`config.mk`:
```
export PLATFORM = sky130hd
export DESIGN_NAME = qdc_serial_ctrl
export DESIGN_NICKNAME = d
export VERILOG_FILES = /design/src/rtl/qdc_pkg.sv /design/src/rtl/qdc_sync3.sv /design/src/rtl/qdc_buf2.sv /design/src/rtl/qdc_serial_ctrl.sv
export VERILOG_INCLUDE_DIRS = /design/src /design/src/rtl
export SDC_FILE = /design/constraint.sdc
export NUM_CORES = 1
export LEC_CHECK = 0
export BUFFER_PORTS_ARGS = -buffer_cell sky130_fd_sc_hd__buf_2
export CORE_UTILIZATION = 26
export CTS_CLUSTER_DIAMETER = 120
export DETAILED_ROUTE_END_ITERATION = 10
export PLACE_DENSITY_LB_ADDON = 0.2
export SLEW_MARGIN = 20
export SYNTH_ARGS = -nofsm -noshare
export SYNTH_HDL_FRONTEND = slang
export SYNTH_SLANG_ARGS = --single-unit
```
`constraint.sdc`:
```
create_clock -name mclk -period 5.25 [get_ports mclk]
set_clock_uncertainty 0.1 [all_clocks]
set_input_delay 1.05 -clock mclk [delete_from_list [all_inputs] [get_ports mclk]]
set_output_delay 1.05 -clock mclk [all_outputs]
set_load 0.005 [all_outputs]
```
`src/rtl/qdc_defines.svh`:
```
// Constants for the quad converter serial command control
`ifndef QDC_DEFINES_SVH
`define QDC_DEFINES_SVH
`define QDC_FRAME_W   24
`define QDC_DATA_W    16
`define QDC_CHANS     4
`define QDC_PD_W      8
`define QDC_CMD_W     4
`define QDC_CMD_IDLE  4'h0
`define QDC_CMD_WRIN  4'h1
`define QDC_CMD_UPD   4'h2
`define QDC_CMD_WRUPD 4'h3
`define QDC_CMD_PWR   4'h4
`define QDC_CMD_MASK  4'h5
`define QDC_CMD_CHAIN 4'h8
`define QDC_CMD_RDBK  4'h9
`define QDC_CMD_CHNOP 4'hf
`define QDC_PD_NORMAL 2'h0
`define QDC_PD_1K     2'h1
`define QDC_PD_100K   2'h2
`define QDC_PD_TRI    2'h3
`define QDC_RB_PAD    4'h0
`define QDC_RB_HI     19
`define QDC_RB_LO     4
`define QDC_CHAIN_BIT 0
`define QDC_CHAIN_RST 1'b0
`define QDC_PD_RST    8'h00
`define QDC_MASK_RST  4'h0
`define QDC_DAC_RST   16'h0000
`define QDC_FRAME_RST 24'h000000
`define QDC_CHAN_RST  2'h0
`define QDC_PIN_RST   4'hf
`endif

```
`src/rtl/qdc_pkg.sv`:
```
// Types shared by the quad converter serial command control
`include "qdc_defines.svh"
package qdc_pkg;
  typedef enum logic [`QDC_CMD_W-1:0] {
    QDC_IDLE  = `QDC_CMD_IDLE,
    QDC_WRIN  = `QDC_CMD_WRIN,
    QDC_UPD   = `QDC_CMD_UPD,
    QDC_WRUPD = `QDC_CMD_WRUPD,
    QDC_PWR   = `QDC_CMD_PWR,
    QDC_MASK  = `QDC_CMD_MASK,
    QDC_CHAIN = `QDC_CMD_CHAIN,
    QDC_RDBK  = `QDC_CMD_RDBK,
    QDC_CHNOP = `QDC_CMD_CHNOP
  } qdc_cmd_t;

  typedef enum logic [1:0] {
    QDC_PD_NORMAL = `QDC_PD_NORMAL,
    QDC_PD_1K     = `QDC_PD_1K,
    QDC_PD_100K   = `QDC_PD_100K,
    QDC_PD_TRI    = `QDC_PD_TRI
  } qdc_pd_t;

  typedef struct packed {
    qdc_pd_t pdChanD;
    qdc_pd_t pdChanC;
    qdc_pd_t pdChanB;
    qdc_pd_t pdChanA;
  } qdc_pd_sel_t;

  typedef struct packed {
    logic [`QDC_CMD_W-1:0]  cmd;
    logic [`QDC_CHANS-1:0]  addr;
    logic [`QDC_DATA_W-1:0] data;
  } qdc_frame_t;

  typedef logic [`QDC_CHANS-1:0][`QDC_DATA_W-1:0] qdc_bank_t;
endpackage

```
`src/rtl/qdc_sync3.sv`:
```
// Three-stage pin synchroniser with agreement filter
`timescale 1ns/100ps
module qdc_sync3 #(
  parameter int             W   = 1,
  parameter logic [W-1:0]   RST = '0
) (
  input  wire logic         mclk,   // System clock
  input  wire logic         resetn, // Async reset, active low
  input  wire logic [W-1:0] din,    // Raw pin levels
  output logic      [W-1:0] dout    // Filtered levels
);
  logic [W-1:0] s1_r;
  logic [W-1:0] s2_r;
  logic [W-1:0] s3_r;
  logic [W-1:0] out_r;
  logic [W-1:0] out_nxt;
  logic [W-1:0] agree;

  // A change counts only once stages two and three agree
  always_comb begin
    agree   = ~(s2_r ^ s3_r);
    out_nxt = (agree & s3_r) | (~agree & out_r);
  end

  always_ff @(posedge mclk or negedge resetn) begin
    if (!resetn) begin
      s1_r  <= RST;
      s2_r  <= RST;
      s3_r  <= RST;
      out_r <= RST;
    end else begin
      s1_r  <= din;
      s2_r  <= s1_r;
      s3_r  <= s2_r;
      out_r <= out_nxt;
    end
  end

  assign dout = out_r;
endmodule // qdc_sync3

```
`src/rtl/qdc_buf2.sv`:
```
// Two-entry valid/ready buffer
`timescale 1ns/100ps
module qdc_buf2 #(
  parameter int W = 8
) (
  input  wire logic         mclk,     // System clock
  input  wire logic         resetn,   // Async reset, active low
  input  wire logic         inValid,  // Word offered
  output logic              inReady,  // Room for a word
  input  wire logic [W-1:0] inData,   // Word in
  output logic              outValid, // Word available
  input  wire logic         outReady, // Drain side accepts
  output logic      [W-1:0] outData   // Word out
);
  logic [W-1:0] mem_r [2];
  logic [W-1:0] mem_nxt [2];
  logic         wrPtr_r;
  logic         wrPtr_nxt;
  logic         rdPtr_r;
  logic         rdPtr_nxt;
  logic [1:0]   cnt_r;
  logic [1:0]   cnt_nxt;
  logic         push;
  logic         pop;

  assign inReady  = (cnt_r != 2'h2);
  assign outValid = (cnt_r != 2'h0);
  assign outData  = mem_r[rdPtr_r];

  always_comb begin
    push      = inValid && inReady;
    pop       = outValid && outReady;
    mem_nxt   = mem_r;
    wrPtr_nxt = wrPtr_r;
    rdPtr_nxt = rdPtr_r;
    if (push) begin
      mem_nxt[wrPtr_r] = inData;
      wrPtr_nxt        = ~wrPtr_r;
    end
    if (pop) begin
      rdPtr_nxt = ~rdPtr_r;
    end
    cnt_nxt = cnt_r + {1'b0, push} - {1'b0, pop};
  end

  always_ff @(posedge mclk or negedge resetn) begin
    if (!resetn) begin
      mem_r[0] <= '0;
      mem_r[1] <= '0;
      wrPtr_r  <= 1'b0;
      rdPtr_r  <= 1'b0;
      cnt_r    <= 2'h0;
    end else begin
      mem_r    <= mem_nxt;
      wrPtr_r  <= wrPtr_nxt;
      rdPtr_r  <= rdPtr_nxt;
      cnt_r    <= cnt_nxt;
    end
  end
endmodule // qdc_buf2

```
`src/rtl/qdc_serial_ctrl.sv`:
```
// Serial command and register control of a quad voltage-output converter
`timescale 1ns/100ps
`include "qdc_defines.svh"

// What this block and its host do
// [RULE1] 24-bit frames, MSB first, falling edges
// [RULE2] Write-and-update loads output register directly
// [RULE3] Command 1000 sets chain mode from DB0
// [RULE4] Bits past 24 clocks leave on serial_out
// [RULE5] Serial output changes on rising clock edges
// [RULE6] Host sends 24 times N clocks
// [RULE7] Short or long frames still execute
// [RULE8] Frame select rise latches, stops shifting
// [RULE9] Host gates clock burst exactly per frame
// [RULE10] Readback command selects one output register
// [RULE11] Output enabled during read, off afterwards
// [RULE12] Bad readback address returns channel A
// [RULE13] Next frame returns register in DB19..DB4
// [RULE14] Host sends no-operation frame to collect
// [RULE15] Command 0100 loads eight power-down bits
// [RULE16] Power-down code: normal, 1k, 100k, tristate
// [RULE17] Power-down keeps output register, accepts updates
// [RULE18] Input and output register per channel
// [RULE19] Strobe low: write updates both registers
// [RULE20] Strobe falling edge copies input to output
// [RULE21] Command 0101 loads strobe mask bits
// [RULE22] Reset: normal power, no readback pending
module qdc_serial_ctrl
  import qdc_pkg::*;
(
  input  wire logic  mclk,         // System clock, 250 MHz
  input  wire logic  resetn,       // Async reset, active low
  input  wire logic  sclk,         // Serial clock from host
  input  wire logic  frameSelN,    // Frame select, active low
  input  wire logic  serialIn,     // Serial data in
  input  wire logic  loadStrobeN,  // Load strobe, active low
  output logic       serialOut,    // Serial data out
  output logic       serialOutEn,  // Serial output driven
  output logic       chainEnable,  // Daisy-chain mode
  output qdc_pd_sel_t pdSel,       // Power-down codes per channel
  output logic [`QDC_CHANS-1:0] strobeMask, // Strobe mask per channel
  output qdc_bank_t  dacOut,       // Output registers
  output logic       frameBusy     // Command buffer full
);
  //----------------------------------------------------------------
  // Pin synchronisers and edge detection
  //----------------------------------------------------------------
  logic       sclkF;
  logic       selF;
  logic       sdiF;
  logic       strobeF;
  logic       sclkPrev_r;
  logic       selPrev_r;
  logic       strobePrev_r;
  logic       sclkFall;
  logic       sclkRise;
  logic       frameStart;
  logic       frameEnd;
  logic       frameLow;
  logic       strobeFall;

  qdc_sync3 #(
    .W   (4),
    .RST (`QDC_PIN_RST)
  ) u_sync (
    .mclk   (mclk),
    .resetn (resetn),
    .din    ({sclk, frameSelN, serialIn, loadStrobeN}),
    .dout   ({sclkF, selF, sdiF, strobeF})
  );

  always_ff @(posedge mclk or negedge resetn) begin
    if (!resetn) begin
      sclkPrev_r   <= 1'b1;
      selPrev_r    <= 1'b1;
      strobePrev_r <= 1'b1;
    end else begin
      sclkPrev_r   <= sclkF;
      selPrev_r    <= selF;
      strobePrev_r <= strobeF;
    end
  end

  assign sclkFall   = sclkPrev_r && !sclkF;
  assign sclkRise   = !sclkPrev_r && sclkF;
  assign frameStart = selPrev_r && !selF;
  assign frameEnd   = !selPrev_r && selF;
  assign frameLow   = !selF;
  assign strobeFall = strobePrev_r && !strobeF;

  //----------------------------------------------------------------
  // Shift register and serial output
  //----------------------------------------------------------------
  logic [`QDC_FRAME_W-1:0] sr_r;
  logic [`QDC_FRAME_W-1:0] sr_nxt;
  logic                    serOut_r;
  logic                    serOut_nxt;
  logic                    rdAct_r;
  logic                    rdAct_nxt;
  logic                    rbPend_r;
  logic                    rbPend_nxt;
  logic [1:0]              rbChan_r;
  logic [1:0]              rbChan_nxt;
  qdc_bank_t               dac_r;
  qdc_bank_t               dac_nxt;

  always_comb begin
    sr_nxt     = sr_r;
    serOut_nxt = serOut_r;
    rdAct_nxt  = rdAct_r;
    if (frameStart) begin
      if (rbPend_r) begin
        // [RULE13] Readback word load
        sr_nxt    = {`QDC_RB_PAD, dac_r[rbChan_r], `QDC_RB_PAD};
        rdAct_nxt = 1'b1;
      end
      // First bit is presented before any clock edge
      serOut_nxt = sr_nxt[`QDC_FRAME_W-1];
    end
    // [RULE1] Shift on falling edge
    if (frameLow && sclkFall) sr_nxt = {sr_r[`QDC_FRAME_W-2:0], sdiF};
    // [RULE4] [RULE5] Top bit out on rise
    if (frameLow && sclkRise) serOut_nxt = sr_r[`QDC_FRAME_W-1];
    // [RULE11] Read ends with frame
    if (frameEnd) rdAct_nxt = 1'b0;
  end

  always_ff @(posedge mclk or negedge resetn) begin
    if (!resetn) begin
      sr_r     <= `QDC_FRAME_RST;
      serOut_r <= 1'b0;
      rdAct_r  <= 1'b0;
    end else begin
      sr_r     <= sr_nxt;
      serOut_r <= serOut_nxt;
      rdAct_r  <= rdAct_nxt;
    end
  end

  //----------------------------------------------------------------
  // Command buffer
  //----------------------------------------------------------------
  // Decoupling lets a strobe update take priority without losing a frame
  logic       bufInReady;
  logic       bufOutValid;
  logic       bufOutReady;
  qdc_frame_t bufOut;
  logic       strobeUpd;
  logic       exec;

  // [RULE7] [RULE8] Every frame end executes
  qdc_buf2 #(
    .W (`QDC_FRAME_W)
  ) u_buf (
    .mclk     (mclk),
    .resetn   (resetn),
    .inValid  (frameEnd),
    .inReady  (bufInReady),
    .inData   (sr_r),
    .outValid (bufOutValid),
    .outReady (bufOutReady),
    .outData  (bufOut)
  );

  // [RULE20] Strobe only after frame select high
  assign strobeUpd   = strobeFall && selF;
  assign bufOutReady = !strobeUpd;
  assign exec        = bufOutValid && bufOutReady;

  //----------------------------------------------------------------
  // Register bank and command execution
  //----------------------------------------------------------------
  qdc_bank_t             in_r;
  qdc_bank_t             in_nxt;
  qdc_pd_sel_t           pd_r;
  qdc_pd_sel_t           pd_nxt;
  logic [`QDC_CHANS-1:0] mask_r;
  logic [`QDC_CHANS-1:0] mask_nxt;
  logic                  chain_r;
  logic                  chain_nxt;

  always_comb begin
    in_nxt     = in_r;
    dac_nxt    = dac_r;
    pd_nxt     = pd_r;
    mask_nxt   = mask_r;
    chain_nxt  = chain_r;
    rbChan_nxt = rbChan_r;
    rbPend_nxt = rbPend_r;
    if (frameStart) rbPend_nxt = 1'b0;
    // [RULE20] [RULE21] Deferred update, masked
    if (strobeUpd) begin
      for (int i = 0; i < `QDC_CHANS; i++) begin
        if (!mask_r[i]) dac_nxt[i] = in_r[i];
      end
    end
    if (exec) begin
      case (bufOut.cmd)
        // [RULE18] [RULE19] Input write, transparent
        QDC_WRIN: begin
          for (int i = 0; i < `QDC_CHANS; i++) begin
            if (bufOut.addr[i]) begin
              in_nxt[i] = bufOut.data;
              if (!strobeF && !mask_r[i]) begin
                dac_nxt[i] = bufOut.data;
              end
            end
          end
        end
        QDC_UPD: begin
          for (int i = 0; i < `QDC_CHANS; i++) begin
            if (bufOut.addr[i]) dac_nxt[i] = in_r[i];
          end
        end
        // [RULE2] Write and update
        QDC_WRUPD: begin
          for (int i = 0; i < `QDC_CHANS; i++) begin
            if (bufOut.addr[i]) begin
              in_nxt[i]  = bufOut.data;
              dac_nxt[i] = bufOut.data;
            end
          end
        end
        // [RULE15] [RULE17] Power-down codes only
        QDC_PWR: pd_nxt = qdc_pd_sel_t'(bufOut.data[`QDC_PD_W-1:0]);
        // [RULE21] Load strobe mask
        QDC_MASK: mask_nxt = bufOut.data[`QDC_CHANS-1:0];
        // [RULE3] Chain mode select
        QDC_CHAIN: chain_nxt = bufOut.data[`QDC_CHAIN_BIT];
        // [RULE10] [RULE12] Readback channel select
        QDC_RDBK: begin
          rbPend_nxt = 1'b1;
          unique case (bufOut.addr)
            4'h2:    rbChan_nxt = 2'h1;
            4'h4:    rbChan_nxt = 2'h2;
            4'h8:    rbChan_nxt = 2'h3;
            default: rbChan_nxt = `QDC_CHAN_RST;
          endcase
        end
        default: ;
      endcase
    end
  end

  always_ff @(posedge mclk or negedge resetn) begin
    if (!resetn) begin
      in_r     <= {`QDC_CHANS{`QDC_DAC_RST}};
      dac_r    <= {`QDC_CHANS{`QDC_DAC_RST}};
      // [RULE22] Normal power, nothing pending
      pd_r     <= qdc_pd_sel_t'(`QDC_PD_RST);
      rbPend_r <= 1'b0;
      mask_r   <= `QDC_MASK_RST;
      chain_r  <= `QDC_CHAIN_RST;
      rbChan_r <= `QDC_CHAN_RST;
    end else begin
      in_r     <= in_nxt;
      dac_r    <= dac_nxt;
      pd_r     <= pd_nxt;
      rbPend_r <= rbPend_nxt;
      mask_r   <= mask_nxt;
      chain_r  <= chain_nxt;
      rbChan_r <= rbChan_nxt;
    end
  end

  //----------------------------------------------------------------
  // Outputs
  //----------------------------------------------------------------
  // [RULE11] [RULE16] Enable and codes
  assign serialOut   = serOut_r;
  assign serialOutEn = chain_r || rdAct_r;
  assign chainEnable = chain_r;
  assign pdSel       = pd_r;
  assign strobeMask  = mask_r;
  assign dacOut      = dac_r;
  assign frameBusy   = !bufInReady;
endmodule // qdc_serial_ctrl

```
After elaboration in Yosys (flattened, before gate mapping)
Index checks and enable logic that the tools add are counted.
Widths: inputs -> output; s select.
- flip-flop bits (word level): 241
- output and inout port bits: 80
- logic and storage cells: 146
- reduce and logical (&&, ||, !) cells: 44
- order comparisons: 4
- eq/ne operators: 11
- bitwise operators: 10
- muxes and demuxes: 43
- $add $sub $neg: 2
- operators by type and width (kind ; number):
    $mux 16 ; 21
    $pmux 64 s3 ; 1
    $mux 24 ; 7
    $mux 64 ; 2
    $bwmux 48 ; 1
    $bmux 16 s2 ; 1
    $demux 24 s1 ; 1
    $logic_and 1x1->1 ; 15
    $eq 4x2->1 const B ; 3
    $eq 4x3->1 const B ; 3
    $eq 4x4->1 const B ; 3
    $reduce_and 2->1 ; 6
    $reduce_and 3->1 ; 4
    $reduce_bool 2->1 ; 6
    $logic_not 1->1 ; 11
    $and 4x4->4 ; 2
    $mux 1 ; 8
    $not 4->4 ; 2
    $pmux 2 s3 ; 1
    $eq 4x1->1 const B ; 1
    $ge 2x2->1 const B ; 2
    $not 1->2 ; 2
    $or 4x4->4 ; 1
    $xor 4x4->4 ; 1
    8 further kinds ; 9

Depth between registers and ports, before layout
Gate-level depths: netlist of the first run.
- word-level depth: 8
- mapped depth: 8

Cells and area by module
From an unflattened synthesis of the first run, not the netlist that was laid out.
- cell total of the unflattened synthesis: 1024
- area total of the unflattened synthesis: 12289.3 um^2
- by module, submodules not included (module ; cells each ; seq. area each (um^2) ; area an instance (um^2) ; times used):
    qdc_serial_ctrl ; 858 ; 4332.9 ; 9336.5 ; 1
    qdc_buf2 ; 146 ; 1301.2 ; 2487.4 ; 1
    qdc_sync3 ; 20 ; 420.4 ; 465.4 ; 1

Least setup slack after synthesis of the first run
Ideal clock, no wire load.
- path kind: reg2reg
- start point: register (tool-made name)
- end point: register sr_r[10]
- data arrival time: 1816 ps
- stages on the path, launching flop included: 7
- setup slack: 3201 ps
- path buffers: 1
- required time: 5017 ps
- cell sequence: dfstp_2 > inv_1 > ha_1 > nand2_1 > buf_1 > mux2i_1 > o21ai_0
- RTL lines (item ; line ; source):
    end signal, assigned ; qdc_serial_ctrl.sv:130 ; sr_r <= `QDC_FRAME_RST;
    end signal, assigned ; qdc_serial_ctrl.sv:134 ; sr_r <= sr_nxt;
    end, declared ; qdc_serial_ctrl.sv:94 ; logic [`QDC_FRAME_W-1:0] sr_r;

==> results of run 1 <==
-- routing by layer --
metal  track usage  share of wire  up-vias
met5             0              0        -
met4       0.04569          0.024        0
met3       0.02046          0.034       59
met2        0.2680           0.49      158
met1        0.2209           0.46     4306
li1              -              -     3690
-- report_power, final --
group | switching (mW) | internal, mW
Combinational | 0.516 | 0.263
Sequential | 0.0939 | 1.97
Clock | 0.816 | 1.32
-- flip-flops by register name, indices dropped and copies added, names as in the netlist, 4 cells and up, named ones only --
| name | cells |
|---|---|
| u_sync.s3_r | 4 |
| dacOut | 64 |
| strobeMask | 4 |
| u_sync.s2_r | 4 |
| sr_r | 24 |
| in_r | 64 |
| u_buf.mem_r | 48 |
| u_sync.s1_r | 4 |
| pdSel | 8 |
-- logic make-up after synthesis --
| group | count (synthesis) | share of synthesized area |
|---|---|---|
| AO/OA/AOI/OAI | 183 | 0.1048 |
| XOR/XNOR | 6 | 0.004318 |
| adder cells (fa/ha/maj) | 8 | 0.007402 |
| buffers and inverters | 103 | 0.04143 |
| flip-flops | 241 | 0.4975 |
| multiplexers | 318 | 0.2994 |
| AND/OR/NAND/NOR | 89 | 0.04524 |
-- path summary, 6_finish.rpt --
kind / from / end / depth (start not counted)
max: u_buf.rdPtr_r / dacOut[19] / 5
min: u_sync.s1_r[2] / u_sync.s2_r[2] / 0
max reg2reg: u_buf.rdPtr_r / dacOut[19] / 5
min reg2reg: u_sync.s1_r[2] / u_sync.s2_r[2] / 0
max in group asynchronous: resetn / u_buf.rdPtr_r / 2
min in group asynchronous: resetn / pdSel[3] / 1
-- metrics by stage --
step	hold WS, ns	instance area, um^2	instances	setup WS [ns]	power [mW]
after floorplan	0.2452	12170	948	3.201	2.631
after global placement	0.2462	13180	1577	1.806	2.877
after detailed placement	0.2481	13180	1577	1.839	2.882
after CTS	0.2566	14210	1629	1.807	5.039
after global routing	0.2642	14210	1629	1.593	5.193
final	0.2572	14210	1629	1.831	4.971
-- worst reg2reg max path: stages (launching register included) --
cell	delay (ns)
dfrtp_2	0.40
buf_4	0.56
nor3_1	0.20
a21oi_2	0.69
nand3_1	0.97
o22ai_1	0.38
-- cells in the final DEF, fill, tap and decap left out, types with 9 or more instances in the layout --
| cell type | instances |
|---|---|
| dfstp_2 | 19 |
| buf_4 | 22 |
| mux4_2 | 16 |
| mux2_2 | 197 |
| o22ai_1 | 56 |
| clkbuf_8 | 9 |
| buf_2 | 84 |
| mux2i_1 | 97 |
| inv_1 | 24 |
| a22oi_1 | 56 |
| clkbuf_16 | 32 |
| a21oi_1 | 9 |
| o21ai_0 | 26 |
| dfrtp_1 | 220 |
| nand2_1 | 39 |
-- cell type report --
| type | instances | area [um^2] | share of cell area |
|---|---|---|---|
| multi-input cells | 604 | 5665 | 0.3987 |
| well taps | 600 | 750.7 | 0.05283 |
| flip-flops and latches | 241 | 6057 | 0.4262 |
| repair buffers | 108 | 620.6 | 0.04367 |
| clock buffers | 43 | 932.1 | 0.06559 |
| clock inverters | 9 | 95.09 | 0.006691 |
| inverters | 24 | 90.09 | 0.006339 |
==> flow_summary.ini, run 1 <==
[job]
cap_violations = 0

[setup_path]
cp_top_family = simple AND/OR/NAND/NOR gates
reg2reg_slack_ns = 1.83
critPathKind = flop to flop
path_cells = buf_4 > nor3_1 > a21oi_2 > nand3_1 > o22ai_1
crit_slowest_cell = nand3_1
cp-end-kind = flop
critPathBufInv = 1
critPathMaxFanout = 51
crit_path_max_incr_delay_ns = 0.97
arrival_ns = 3.76
start_kind = flop
worst_ep_required_time_ns = 5.59

[synth]
netlist_top_cells_area = dfrtp_1 (46%), mux2_2 (18%), mux2i_1 (8.1%)
synth_warnings = 0
synth_common_cells = dfrtp_1 (222), mux2_2 (198), mux2i_1 (98), a22oi_1 (56), o22ai_1 (56)
yosysSeqAreaShare = 0.4975
yosysMostFrequentCell = dfrtp_1
synth_top_area_share = 0.4565
synth_area_um2 = 12170
syn_inst = 948
synthArstFlopShare = 1.000
synth_ff_type = dfrtp_1
synth_largest_area_cell = dfrtp_1
postSynthAreaPerCell_um2 = 12.84
ys_seq_elements = 241
synth_cell_types = 56
synth_nets = 958
synth_edf_count = 0

[cells_and_area]
utilization = 0.3105
drive_gt1_frac = 0.4111
n_antenna_cell = 0
fin_nets = 1017
fillers = 4550
areaGrowthSynthToFinish_pct = 16.77

[global_routing]
track_usage = 0.1622
grt_pass1_wl_um = 58170
grt_max_degree = 113
first_global_vias = 8440
grt_overflow_total = 0
antenna_found_initial = 1

[timing]
worst_pin_slew_ns = 1.063
setup_violations = 0
fin_crit_sh = 0.6513
hold_viol = 0
fin_setup_tns_ns = 0
max_freq_mhz = 292.4
slew_viol_final = 0
period_needed_ns = 3.420
rsz0062_at_grt = false
relSlewSlack = 0.2892

[clock_network]
cts_resized = 0
clock_latency_ns = 0.56
root_buffer = clkbuf_16
cts_hold_buf = 0
cts_tree = done
cts_made_buffers = 28
clock_path_buffers = 3
post_cts_buffers = 0
clk_pin_slew_ns = 0.06
cts.sinks = 241
h-tree-depth = 1

[detailed_routing]
wl_per_cell_um = 23.24
wl_um = 37860
ant_nets = 0
drt-initial-drc-count = 528
drcViolationCount = 0
viasPerCell = 5.042
via_count = 8213
drt-pass1-iter-count = 4

[pwr]
p_leak_nw = 6.518
p_per_area_nw_per_um2 = 349.8
ir_drop_uv = 221.2

[place]
place.detailed.hpwl_um = 24070
gp_congestion = 0.7553
port_buffers = 85

[die]
fp.dieH_um = 218.4
num_rows = 78
die_w_um = 218.4
pin_count = 86
dieArea_um2 = 47680
start_util = 0.2659
core_area_um2 = 45770

[min_path]
hp-class = flop to flop

[outcome]
status = finished clean
No activity file was read; power rests on OpenSTA's default activity.
==> inputs of run 2 (changes only) <==
clock period = 3.5 ns   (was 5.25 ns; I/O delays follow)
==> run 2 against run 1 <==
Register-to-register slack worse by 1.1 ns. Maximum frequency is 23% higher. Flip-flop and latch count is the same. Sequential share of layout area shrank 0.29 points. Cell count up 0.98%. Worst setup slack got worse by 1.1 ns. Wire length fell by 0.43%. Critical path depth shrank 1. Clock-buffer cell count increased by 3. Critical endpoint is now in_r[30].
==> flow_summary.ini, run 2 (same netlist as run 1, synthesis figures left out) <==
[outcome]
status = finished clean

[setup_path]
worst_ep_required_time_ns = 3.84
critPathKind = flop to flop
worst-r2r-cell-count = 4
crit_slowest_cell = nor3_4
critPathBufInv = 0
cp-end-kind = flop
cp_top_family = simple AND/OR/NAND/NOR gates
crit_cells = 4
path_cells = nand3b_2 > o211ai_4 > nor3_4 > mux2_2
critPathMaxFanout = 16
arrival_ns = 3.13
crit_path_max_incr_delay_ns = 0.90
start_kind = flop

[clock_network]
clock_latency_ns = 0.57
cts_hold_buf = 0
root_buffer = clkbuf_16
post_cts_buffers = 0
cts_tree = done
cts_resized = 0
clock_path_buffers = 3
h-tree-depth = 1
clk_pin_slew_ns = 0.06
cts_made_buffers = 29
cts.sinks = 241

[timing]
fin_ws_ns = 0.7167
relSlewSlack = 0.2878
setup_violations = 0
max_freq_mhz = 359.3
fin_crit_sh = 0.7952
period_needed_ns = 2.783
hold_viol = 0
worst_pin_slew_ns = 1.068
slew_viol_final = 0
rsz0062_at_grt = false
fin_setup_tns_ns = 0

[cells_and_area]
fin_nets = 1032
drive_gt1_frac = 0.4109
fillers = 4594
layout_common_cells = dfrtp_1 (221), mux2_2 (198), mux2i_1 (97)
areaGrowthSynthToFinish_pct = 17.54
layout_commonest_cell = dfrtp_1
utilization = 0.3125

[place]
dp_slack_ns = 0.6747
port_buffers = 85
place.detailed.hpwl_um = 25450
gp_congestion = 0.7281

[detailed_routing]
viasPerCell = 5.014
via_count = 8248
wl_per_cell_um = 22.91
ant_nets = 0
drt-pass1-iter-count = 4
drt-initial-drc-count = 448
drcViolationCount = 0
wl_um = 37700

[die]
fp.dieH_um = 218.4
start_util = 0.2659
die_w_um = 218.4
num_rows = 78
dieArea_um2 = 47680
pin_count = 86
core_area_um2 = 45770

[global_routing]
antenna_found_initial = 0
grt_max_degree = 77
grt_overflow_total = 0
track_usage = 0.1606
grt_pass1_wl_um = 57750
first_global_vias = 8473

[pwr]
p_per_area_nw_per_um2 = 518.5
p_leak_nw = 6.571
ir_drop_uv = 457.6
finalPower_mw = 7.417

[job]
cap_violations = 0

[min_path]
hp-class = primary input to async pin
run 2: final timing paths:
| check | startpoint | end | slack, ns |
|---|---|---|---|
| worst min-delay path | resetn | pdSel[3] | 0.009 |
| worst max register to register | flop | in_r[30] | 0.72 |
| worst min register to register | u_sync.s1_r[0] | u_sync.s2_r[0] | 0.25 |
| worst max-delay path | flop | in_r[30] | 0.72 |
| max in group asynchronous | resetn | async pin | 2.42 |
| min in group mclk | frameSelN | u_sync.s1_r[2] | 0.13 |
run 2: metrics by stage:
stage	hold slack [ns]	area, um^2	instances
6_report	0.008652	14310	1645
5_1_grt	0.04494	14300	1644
4_1_cts	0.04187	14300	1644
3_5_place_dp	0.2468	13330	1591
3_3_place_gp	0.2456	13300	1590
2_1_floorplan	0.2452	12170	948
run 2: area by class of cell:
type,count,area (um^2),area share
Timing Repair Buffer,122,770.7,0.05388
Multi-Input combinational cell,604,5662,0.3958
Inverter,24,90.09,0.006298
Tap cell,600,750.7,0.05248
Clock buffer,46,859.6,0.06009
Antenna cell,1,2.502,0.0001749
Clock inverter,7,113.9,0.007959
Sequential cell,241,6056,0.4233
run 2: report_power, final:
group          internal [mW]  switching [mW]  leakage (nW)  total (mW)
Clock                   1.89            1.24         0.478        3.13
Combinational          0.409           0.783          2.81        1.19
Sequential              2.95           0.143          3.28        3.10
Total                   5.25            2.16          6.57        7.42
run 2: layer usage:
layer  part of all wire  global-route usage
met5                  0                   0
met4              0.018             0.03963
met3              0.043             0.02589
met2               0.48              0.2578
met1               0.46              0.2237
